--- config.mk ---
export PLATFORM = sky130hd
export DESIGN_NAME = flo_loader
export DESIGN_NICKNAME = d
export VERILOG_FILES = /design/src/flo_pkg.sv /design/src/flo_wrap_counter.sv /design/src/flo_valid_track.sv /design/src/flo_loader.sv
export SDC_FILE = /design/constraint.sdc
export NUM_CORES = 1
export LEC_CHECK = 0
export ABC_CLOCK_PERIOD_IN_PS = 7100
export BUFFER_PORTS_ARGS = -buffer_cell sky130_fd_sc_hd__buf_2
export CORE_UTILIZATION = 55
export DETAILED_ROUTE_END_ITERATION = 8
export GPL_TIMING_DRIVEN = 0
export PLACE_DENSITY = 0.73
export REMOVE_ABC_BUFFERS = 1
export SETUP_SLACK_MARGIN = 0.2
export SLEW_MARGIN = 20
export SYNTH_ARGS = -nofsm -noshare
export SYNTH_HDL_FRONTEND = slang
export SYNTH_HIERARCHICAL = 1
export SYNTH_SLANG_ARGS = --single-unit
--- constraint.sdc ---
create_clock -name clock_i -period 7.1 [get_ports clock_i]
set_input_delay 1.065 -clock clock_i [delete_from_list [all_inputs] [get_ports clock_i]]
set_output_delay 1.065 -clock clock_i [all_outputs]
set_load 0.05 [all_outputs]
--- src/flo_pkg.sv ---
package flo_pkg;

  // ==========================================================================
  // Widths and counts
  localparam int OFS_W_SMALL       = 16;
  localparam int OFS_W_LARGE       = 17;
  localparam int SER_BITS_SMALL    = 32;
  localparam int SER_BITS_LARGE    = 34;
  localparam int PAR_WORDS         = 6;
  localparam int PAR_WORDS_PER_OFS = 3;
  localparam int LANE_W            = 8;
  localparam int BUS_W             = 9;
  localparam int SETTLE_WCLK       = 2;
  localparam int SETTLE_RCLK       = 2;

  // ==========================================================================
  // Default offsets chosen at master reset by load-select and the two selects
  localparam logic [16:0] DEF_OFS_16383 = 17'h03FFF;
  localparam logic [16:0] DEF_OFS_8191  = 17'h01FFF;
  localparam logic [16:0] DEF_OFS_4095  = 17'h00FFF;
  localparam logic [16:0] DEF_OFS_2047  = 17'h007FF;
  localparam logic [16:0] DEF_OFS_1023  = 17'h003FF;
  localparam logic [16:0] DEF_OFS_511   = 17'h001FF;
  localparam logic [16:0] DEF_OFS_255   = 17'h000FF;
  localparam logic [16:0] DEF_OFS_127   = 17'h0007F;

  // ==========================================================================
  // Control pins, all active low as on the device
  typedef struct packed {
    logic offset_load_select_b;
    logic serial_shift_enable_b;
    logic write_enable_b;
    logic read_enable_b;
  } flo_ctl_t;

  typedef struct packed {
    logic almost_empty_flag_b;
    logic almost_full_flag_b;
    logic almost_empty_valid;
    logic almost_full_valid;
  } flo_flags_t;

  function automatic logic [16:0] flo_default_offset(input logic ld_b,
                                                     input logic [1:0] fsel);
    unique case ({ld_b, fsel})
      3'b010:  return DEF_OFS_16383;
      3'b001:  return DEF_OFS_8191;
      3'b011:  return DEF_OFS_4095;
      3'b110:  return DEF_OFS_2047;
      3'b100:  return DEF_OFS_1023;
      3'b101:  return DEF_OFS_511;
      3'b111:  return DEF_OFS_255;
      default: return DEF_OFS_127;
    endcase
  endfunction

endpackage

--- src/flo_wrap_counter.sv ---
`timescale 1ns/1ps
module flo_wrap_counter #(
  parameter int LIMIT = 6,
  parameter int CW    = $clog2(LIMIT)
) (
  // Clock and reset
  input  logic          clock_i,
  input  logic          rst_b_i,
  // Control
  input  logic          clear_i,
  input  logic          step_i,
  // Position
  output logic [CW-1:0] count_o,
  output logic          last_o
);

  logic [CW-1:0] count;
  logic [CW-1:0] next_count;

  if (LIMIT < 2) begin : g_bad_limit
    $error("flo_wrap_counter needs LIMIT of at least 2");
  end

  always_comb begin
    next_count = count;
    if (clear_i) begin
      next_count = '0;
    end else if (step_i) begin
      next_count = last_o ? '0 : count + CW'(1);
    end
  end

  always_ff @(posedge clock_i) begin
    if (!rst_b_i) begin
      count <= '0;
    end else begin
      count <= next_count;
    end
  end

  assign count_o = count;
  assign last_o  = (count == CW'(LIMIT - 1));

endmodule

--- src/flo_valid_track.sv ---
`timescale 1ns/1ps
module flo_valid_track #(
  parameter int SETTLE = 2
) (
  // Clock and reset
  input  logic clock_i,
  input  logic rst_b_i,
  // Events
  input  logic restore_i,
  input  logic invalidate_i,
  input  logic complete_i,
  input  logic tick_i,
  // Status
  output logic valid_o
);

  typedef enum logic [1:0] {
    FLO_ST_VALID  = 2'b00,
    FLO_ST_LOAD   = 2'b01,
    FLO_ST_SETTLE = 2'b10
  } flo_vstate_t;

  flo_vstate_t state;
  flo_vstate_t next_state;
  logic [1:0]  ticks;
  logic [1:0]  next_ticks;
  logic        next_valid;

  if (SETTLE < 1 || SETTLE > 3) begin : g_bad_settle
    $error("flo_valid_track serves SETTLE from 1 to 3");
  end

  always_comb begin
    next_state = state;
    next_ticks = ticks;
    if (restore_i) begin
      next_state = FLO_ST_VALID;
    end else if (complete_i) begin
      next_state = FLO_ST_SETTLE;
      next_ticks = '0;
    end else if (invalidate_i) begin
      next_state = FLO_ST_LOAD;
    end else begin
      unique case (state)
        FLO_ST_VALID, FLO_ST_LOAD: next_state = state;
        FLO_ST_SETTLE: begin
          if (tick_i) begin
            if (ticks == 2'(SETTLE - 1)) begin
              next_state = FLO_ST_VALID;
            end
            next_ticks = ticks + 2'h1;
          end
        end
        default: next_state = FLO_ST_LOAD;
      endcase
    end
    next_valid = (next_state == FLO_ST_VALID);
  end

  always_ff @(posedge clock_i) begin
    if (!rst_b_i) begin
      state   <= FLO_ST_VALID;
      ticks   <= 2'h0;
      valid_o <= 1'b1;
    end else begin
      state   <= next_state;
      ticks   <= next_ticks;
      valid_o <= next_valid;
    end
  end

endmodule

--- src/flo_loader.sv ---
`timescale 1ns/1ps
module flo_loader #(
  parameter int OFS_W = flo_pkg::OFS_W_LARGE
) (
  // Clock (the write clock) and reset
  input  logic                     clock_i,
  input  logic                     rst_b_i,
  // Device pins
  input  logic                     master_reset_low_i,
  input  flo_pkg::flo_ctl_t        ctl_i,
  input  logic [1:0]               fsel_i,
  input  logic                     serial_in_i,
  input  logic                     read_clock_i,
  input  logic [flo_pkg::BUS_W-1:0] input_data_bus_i,
  // Fill level from the FIFO core
  input  logic [OFS_W:0]           fill_level_i,
  // Parallel readback and FIFO write path
  output logic [flo_pkg::BUS_W-1:0] output_data_bus_o,
  output logic                     fifo_write_o,
  output logic [flo_pkg::BUS_W-1:0] fifo_write_data_o,
  // Flags and serial mode
  output flo_pkg::flo_flags_t      flags_o,
  output logic                     serial_mode_o
);

  import flo_pkg::*;

  // ==========================================================================
  // Derived sizes
  localparam int SER_BITS = (OFS_W == OFS_W_SMALL) ? SER_BITS_SMALL : SER_BITS_LARGE;
  localparam int SCW      = $clog2(SER_BITS);
  localparam int PCW      = $clog2(PAR_WORDS);

  if (OFS_W != OFS_W_SMALL && OFS_W != OFS_W_LARGE) begin : g_bad_width
    $error("flo_loader serves only the two documented offset widths");
  end

  // ==========================================================================
  // Helpers
  // Which parallel portion of an offset a bit falls into.
  function automatic int part_of_bit(input int b);
    return b / LANE_W;
  endfunction

  function automatic int part_of_ptr(input logic [PCW-1:0] ptr);
    return int'(ptr) % PAR_WORDS_PER_OFS;
  endfunction

  function automatic logic ptr_is_full(input logic [PCW-1:0] ptr);
    return int'(ptr) >= PAR_WORDS_PER_OFS;
  endfunction

  // ==========================================================================
  // Strobe decode
  logic             mreset;
  logic             serial_mode;
  logic             next_serial_mode;
  logic             read_clock_d;
  logic             read_edge;
  logic             serial_shift;
  logic             par_write;
  logic             par_read;
  logic             fifo_wr;
  logic [SCW-1:0]   ser_pos;
  logic             ser_last;
  logic             ser_done;
  logic [PCW-1:0]   wr_ptr;
  logic             wr_last;
  logic [PCW-1:0]   rd_ptr;

  assign mreset    = ~master_reset_low_i;
  // The read clock is sampled like any other pin, so only its rising edge counts.
  assign read_edge = read_clock_i & ~read_clock_d;

  assign serial_shift = serial_mode & ~ctl_i.offset_load_select_b
                        & ~ctl_i.serial_shift_enable_b & ~mreset;
  assign par_write    = ~serial_mode & ~ctl_i.offset_load_select_b
                        & ~ctl_i.write_enable_b & ~mreset;
  assign par_read     = ~ctl_i.offset_load_select_b & ~ctl_i.read_enable_b
                        & read_edge & ~mreset;
  assign fifo_wr      = ctl_i.offset_load_select_b & ~ctl_i.write_enable_b & ~mreset;
  assign ser_done     = serial_shift & ser_last;

  // ==========================================================================
  // Position counters
  // The serial position only moves on a captured bit, so pauses resume in place.
  flo_wrap_counter #(
    .LIMIT (SER_BITS)
  ) u_ser_pos (
    .clock_i (clock_i),
    .rst_b_i (rst_b_i),
    .clear_i (mreset),
    .step_i  (serial_shift),
    .count_o (ser_pos),
    .last_o  (ser_last)
  );

  flo_wrap_counter #(
    .LIMIT (PAR_WORDS)
  ) u_wr_ptr (
    .clock_i (clock_i),
    .rst_b_i (rst_b_i),
    .clear_i (mreset),
    .step_i  (par_write),
    .count_o (wr_ptr),
    .last_o  (wr_last)
  );

  flo_wrap_counter #(
    .LIMIT (PAR_WORDS)
  ) u_rd_ptr (
    .clock_i (clock_i),
    .rst_b_i (rst_b_i),
    .clear_i (mreset),
    .step_i  (par_read),
    .count_o (rd_ptr),
    .last_o  ()
  );

  // ==========================================================================
  // Offset registers
  logic [OFS_W-1:0] empty_side_offset;
  logic [OFS_W-1:0] full_side_offset;
  logic [OFS_W-1:0] next_empty_side_offset;
  logic [OFS_W-1:0] next_full_side_offset;
  logic [16:0]      reset_offset;

  assign reset_offset = flo_default_offset(ctl_i.offset_load_select_b, fsel_i);

  always_comb begin
    int idx;
    int wpart;
    idx   = int'(ser_pos);
    wpart = part_of_ptr(wr_ptr);
    next_serial_mode       = serial_mode;
    next_empty_side_offset = empty_side_offset;
    next_full_side_offset  = full_side_offset;
    if (mreset) begin
      next_serial_mode       = ctl_i.offset_load_select_b;
      next_empty_side_offset = reset_offset[OFS_W-1:0];
      next_full_side_offset  = reset_offset[OFS_W-1:0];
    end else if (serial_shift) begin
      // Empty offset takes the first half of the sequence, low bit first.
      if (idx < OFS_W) begin
        next_empty_side_offset[idx] = serial_in_i;
      end else begin
        next_full_side_offset[idx - OFS_W] = serial_in_i;
      end
    end else if (par_write) begin
      // Lanes that land above the offset width are simply dropped.
      for (int b = 0; b < OFS_W; b++) begin
        if (part_of_bit(b) == wpart) begin
          if (ptr_is_full(wr_ptr)) begin
            next_full_side_offset[b] = input_data_bus_i[b % LANE_W];
          end else begin
            next_empty_side_offset[b] = input_data_bus_i[b % LANE_W];
          end
        end
      end
    end
  end

  always_ff @(posedge clock_i) begin
    if (!rst_b_i) begin
      serial_mode       <= 1'b0;
      empty_side_offset <= '0;
      full_side_offset  <= '0;
      read_clock_d      <= 1'b0;
    end else begin
      serial_mode       <= next_serial_mode;
      empty_side_offset <= next_empty_side_offset;
      full_side_offset  <= next_full_side_offset;
      read_clock_d      <= read_clock_i;
    end
  end

  // ==========================================================================
  // Parallel readback, FIFO write path and flag levels
  logic [BUS_W-1:0] rd_word;
  logic [BUS_W-1:0] next_output_data_bus;
  logic             next_fifo_write;
  logic [BUS_W-1:0] next_fifo_write_data;
  logic [OFS_W:0]   full_threshold;
  logic             next_almost_empty_b;
  logic             next_almost_full_b;
  logic             almost_empty_b;
  logic             almost_full_b;

  always_comb begin
    int rpart;
    rpart   = part_of_ptr(rd_ptr);
    rd_word = '0;
    for (int b = 0; b < OFS_W; b++) begin
      if (part_of_bit(b) == rpart) begin
        rd_word[b % LANE_W] = ptr_is_full(rd_ptr) ? full_side_offset[b]
                                                  : empty_side_offset[b];
      end
    end
    next_output_data_bus = par_read ? rd_word : output_data_bus_o;
    next_fifo_write      = fifo_wr;
    next_fifo_write_data = fifo_wr ? input_data_bus_i : fifo_write_data_o;
    full_threshold       = {1'b1, {OFS_W{1'b0}}} - {1'b0, full_side_offset};
    next_almost_full_b   = ~(fill_level_i >= full_threshold);
    next_almost_empty_b  = ~(fill_level_i <= {1'b0, empty_side_offset});
  end

  always_ff @(posedge clock_i) begin
    if (!rst_b_i) begin
      output_data_bus_o           <= '0;
      fifo_write_o                <= 1'b0;
      fifo_write_data_o           <= '0;
      almost_empty_b    <= 1'b0;
      almost_full_b     <= 1'b1;
    end else begin
      output_data_bus_o <= next_output_data_bus;
      fifo_write_o      <= next_fifo_write;
      fifo_write_data_o <= next_fifo_write_data;
      almost_empty_b    <= next_almost_empty_b;
      almost_full_b     <= next_almost_full_b;
    end
  end

  assign serial_mode_o = serial_mode;

  // ==========================================================================
  // Flag validity
  // In parallel mode each flag waits only for its own offset words.
  logic ae_inval;
  logic ae_done;
  logic af_inval;
  logic af_done;
  logic ae_valid;
  logic af_valid;

  assign ae_inval = serial_shift | (par_write & ~ptr_is_full(wr_ptr));
  assign af_inval = serial_shift | (par_write & ptr_is_full(wr_ptr));
  assign ae_done  = ser_done | (par_write & (part_of_ptr(wr_ptr) == PAR_WORDS_PER_OFS - 1)
                                & ~ptr_is_full(wr_ptr));
  assign af_done  = ser_done | (par_write & wr_last);

  flo_valid_track #(
    .SETTLE (SETTLE_RCLK)
  ) u_ae_valid (
    .clock_i      (clock_i),
    .rst_b_i      (rst_b_i),
    .restore_i    (mreset),
    .invalidate_i (ae_inval),
    .complete_i   (ae_done),
    .tick_i       (read_edge),
    .valid_o      (ae_valid)
  );

  flo_valid_track #(
    .SETTLE (SETTLE_WCLK)
  ) u_af_valid (
    .clock_i      (clock_i),
    .rst_b_i      (rst_b_i),
    .restore_i    (mreset),
    .invalidate_i (af_inval),
    .complete_i   (af_done),
    .tick_i       (1'b1),
    .valid_o      (af_valid)
  );

  // One driver for the whole flag word; every field is a flip-flop output.
  assign flags_o = {almost_empty_b, almost_full_b, ae_valid, af_valid};
endmodule

==> results.sh <==
export IMPL_drc=0
export IMPL_ir_drop_mv=0.1072
export IMPL_dpl_cell_area_mm2=0.006324
export IMPL_power_density_mw_per_mm2=171.4
export IMPL_setup_viol=0
export IMPL_place_ws_ns=3.006
export IMPL_nets=856
export IMPL_crit_path_max_incr_delay_ns=0.77
export IMPL_register_area_mm2=0.001562
export IMPL_yosys_warnings=6
export IMPL_drv_slew=0
export IMPL_fp_dieW_um=106.5
export IMPL_cts_hold_buf=0
export IMPL_num_rows=37
export IMPL_final_antenna_net_count=0
export IMPL_period_share_pct=53.57
export IMPL_grt_pass1_vias=5455
export IMPL_status="finished, final reports clean"
export IMPL_critPathKind="primary input to register"
export IMPL_power_switching_uw=337.6
export IMPL_startpoint_type="primary input"
export IMPL_clk_latency_ns=0.37
export IMPL_worstPathArrival_ns=4.06
export IMPL_grt_max_degree=58
export IMPL_cp_num_cells=7
export IMPL_p_clk_share_pct=38.1
export IMPL_drive_above_1_share_pct=13.74
export IMPL_syn_to_final_growth_pct=9.430
export IMPL_cp_top_family="simple AND/OR/NAND/NOR gates"
export IMPL_cts_root_buf="clkbuf_8"
export IMPL_fill_cells=944
export IMPL_grt_usage_pct=30.91
export IMPL_finalHoldViolCount=0
export IMPL_fin_tns_setup_ns=0
export IMPL_place_congestion=0.9359
export IMPL_antenna_found_initial=0
export IMPL_final_area_mm2=0.006578
export IMPL_dieArea_mm2=0.01135
export IMPL_layout_setup_ws_ns=3.296
export IMPL_whs_ns=0.4868
export IMPL_report_power_total_mw=1.127
export IMPL_via_per_inst=6.484
export IMPL_grt_overflow_total=0
export IMPL_worstMarginPinSlew_ns=1.051
export IMPL_slew_headroom_pct=29.65
export IMPL_r2r_slack_ns=3.53
export IMPL_fmax_mhz=262.9
export IMPL_postCtsSetupBuffers=0
export IMPL_initial_core_util_pct=57.45
export IMPL_cts_buffer_depth=2
export IMPL_fin_skew_ns=0.01460
export IMPL_place_inst=899
export IMPL_path_clk_slew_ns=0.09
export IMPL_path_cells="buf_2 > nor3b_2 > nand2_1 > inv_1 > o21ai_0 > a21boi_0 > o221a_2"
export IMPL_drt_wl_total_um=17420
export IMPL_min_path_cells=2
export IMPL_crit_slowest_cell="inv_1"
export IMPL_worst_ep_required_time_ns=7.36
export IMPL_rsz0062_at_grt="false"
export IMPL_worstRegToRegCells=10
export IMPL_io_buffers=60
export IMPL_cts_sinks=78
export IMPL_syn_area_mm2=0.006011
export IMPL_path_max_fanout=26
export IMPL_die_y_um=106.5
export IMPL_firstDrtPassIters=6
export IMPL_period_needed_ns=3.804
export IMPL_cap_viol_max_count=0
export IMPL_wl_per_cell_um=19.04
export IMPL_numCtsBuffers=9
export IMPL_multi_input_area_mm2=0.004126
export IMPL_power_share_switching_pct=29.95
export IMPL_grt_pass1_wl_um=27490
export IMPL_power_frac_comb_pct=19.4
export IMPL_p_int_uw=789.7
export IMPL_synth_area_per_cell_um2=8.047
export IMPL_fin_cells=915
export IMPL_cellLeakagePower_nw=2.758
export IMPL_io_pins=62
export IMPL_dp_hpwl_um=13060
export IMPL_drt_iter0_drc=507
export IMPL_cp_end_kind="register"
export IMPL_hp_class="register to register"
export IMPL_crit_buf_inv=2
export IMPL_share_seq_of_total_power_pct=42.5
export IMPL_core_mm2=0.01046
export IMPL_cts_resized_gates=0
export IMPL_htreeDepth=3
export IMPL_route_vias_total=5933
export IMPL_tritoncts="done"
export IMPL_antenna_cells=0
export IMPL_fin_util_pct=62.87
export IMPL_syn_inst=747
## power by group through the flow
| stage | Combinational, mW | Clock (mW) | Sequential [mW] |
|---|---|---|---|
| CTS | 0.217 | 0.435 | 0.478 |
| detailed placement | 0.216 | 0 | 0.488 |
| global route | 0.241 | 0.455 | 0.481 |
| finish | 0.219 | 0.429 | 0.479 |
| floorplan | 0.135 | 0 | 0.494 |
| global placement | 0.205 | 0 | 0.487 |
## registers in the layout, summed over array words and instances (netlist names)
signal / flops
u_ae_valid/state: 2
u_wr_ptr/count_o: 3
serial_mode_o: 1
almost_empty_b: 1
u_af_valid/valid_o: 1
almost_full_b: 1
u_ser_pos/count_o: 6
output_data_bus_o: 8
u_af_valid/ticks: 2
empty_side_offset: 17
u_rd_ptr/count_o: 3
fifo_write_data_o: 9
u_ae_valid/ticks: 2
fifo_write_o: 1
u_ae_valid/valid_o: 1
full_side_offset: 17
read_clock_d: 1
u_af_valid/state: 2
## path summary, 6_finish.rpt
| path | from | endpoint |
|---|---|---|
| setup / recovery | ctl_i[3] | full_side_offset[5] |
| hold / removal | output_data_bus_o[0] | output_data_bus_o[0] |
| setup reg to reg | full_side_offset[5] | almost_full_b |
| hold reg to reg | output_data_bus_o[0] | output_data_bus_o[0] |
## cell type report
cell class	instances	share of cell area, %
inverter	39	2.226
clock buffer	10	2.092
clock inverter	6	1.769
tap	136	2.587
sequential	78	23.74
timing repair buffer	62	4.851
multi-input combinational	584	62.74
## routing by layer
| metal | global-route usage, % | share of wire (%) | wire length [um] |
|---|---|---|---|
| met5 | 0 | 0 | 0 |
| met1 | 39.09 | 43 | 7456 |
| met4 | 16.24 | 4.2 | 739 |
| met3 | 5.273 | 6.2 | 1077 |
| met2 | 50.23 | 47 | 8146 |
## worst register-to-register path, cell delays in order, from the launching register on
cell	delay, ns
dfxtp_1	0.43
or4_4	0.57
or3_4	0.35
nor3_1	0.49
xor2_1	0.16
ha_1	0.34
nand4_1	0.15
or4_1	0.57
o21ai_0	0.19
a211oi_1	0.10
a2bb2oi_1	0.13
## placed cells by master (no fill, tap or decap), types with 12 or more instances in the layout
cell type and instances:
dfxtp_1 78, nor2_1 72, buf_2 60, nand2_1 58
a21oi_1 46, ha_1 44, inv_1 39, o21ai_0 33
mux2i_1 24, nand2b_1 18, nand3_1 17, o41ai_1 17
nor3_1 16, nor2b_1 14, xor2_1 12, a21o_1 12
o311ai_0 12
Note: power is estimated with default switching activity, not from simulation.
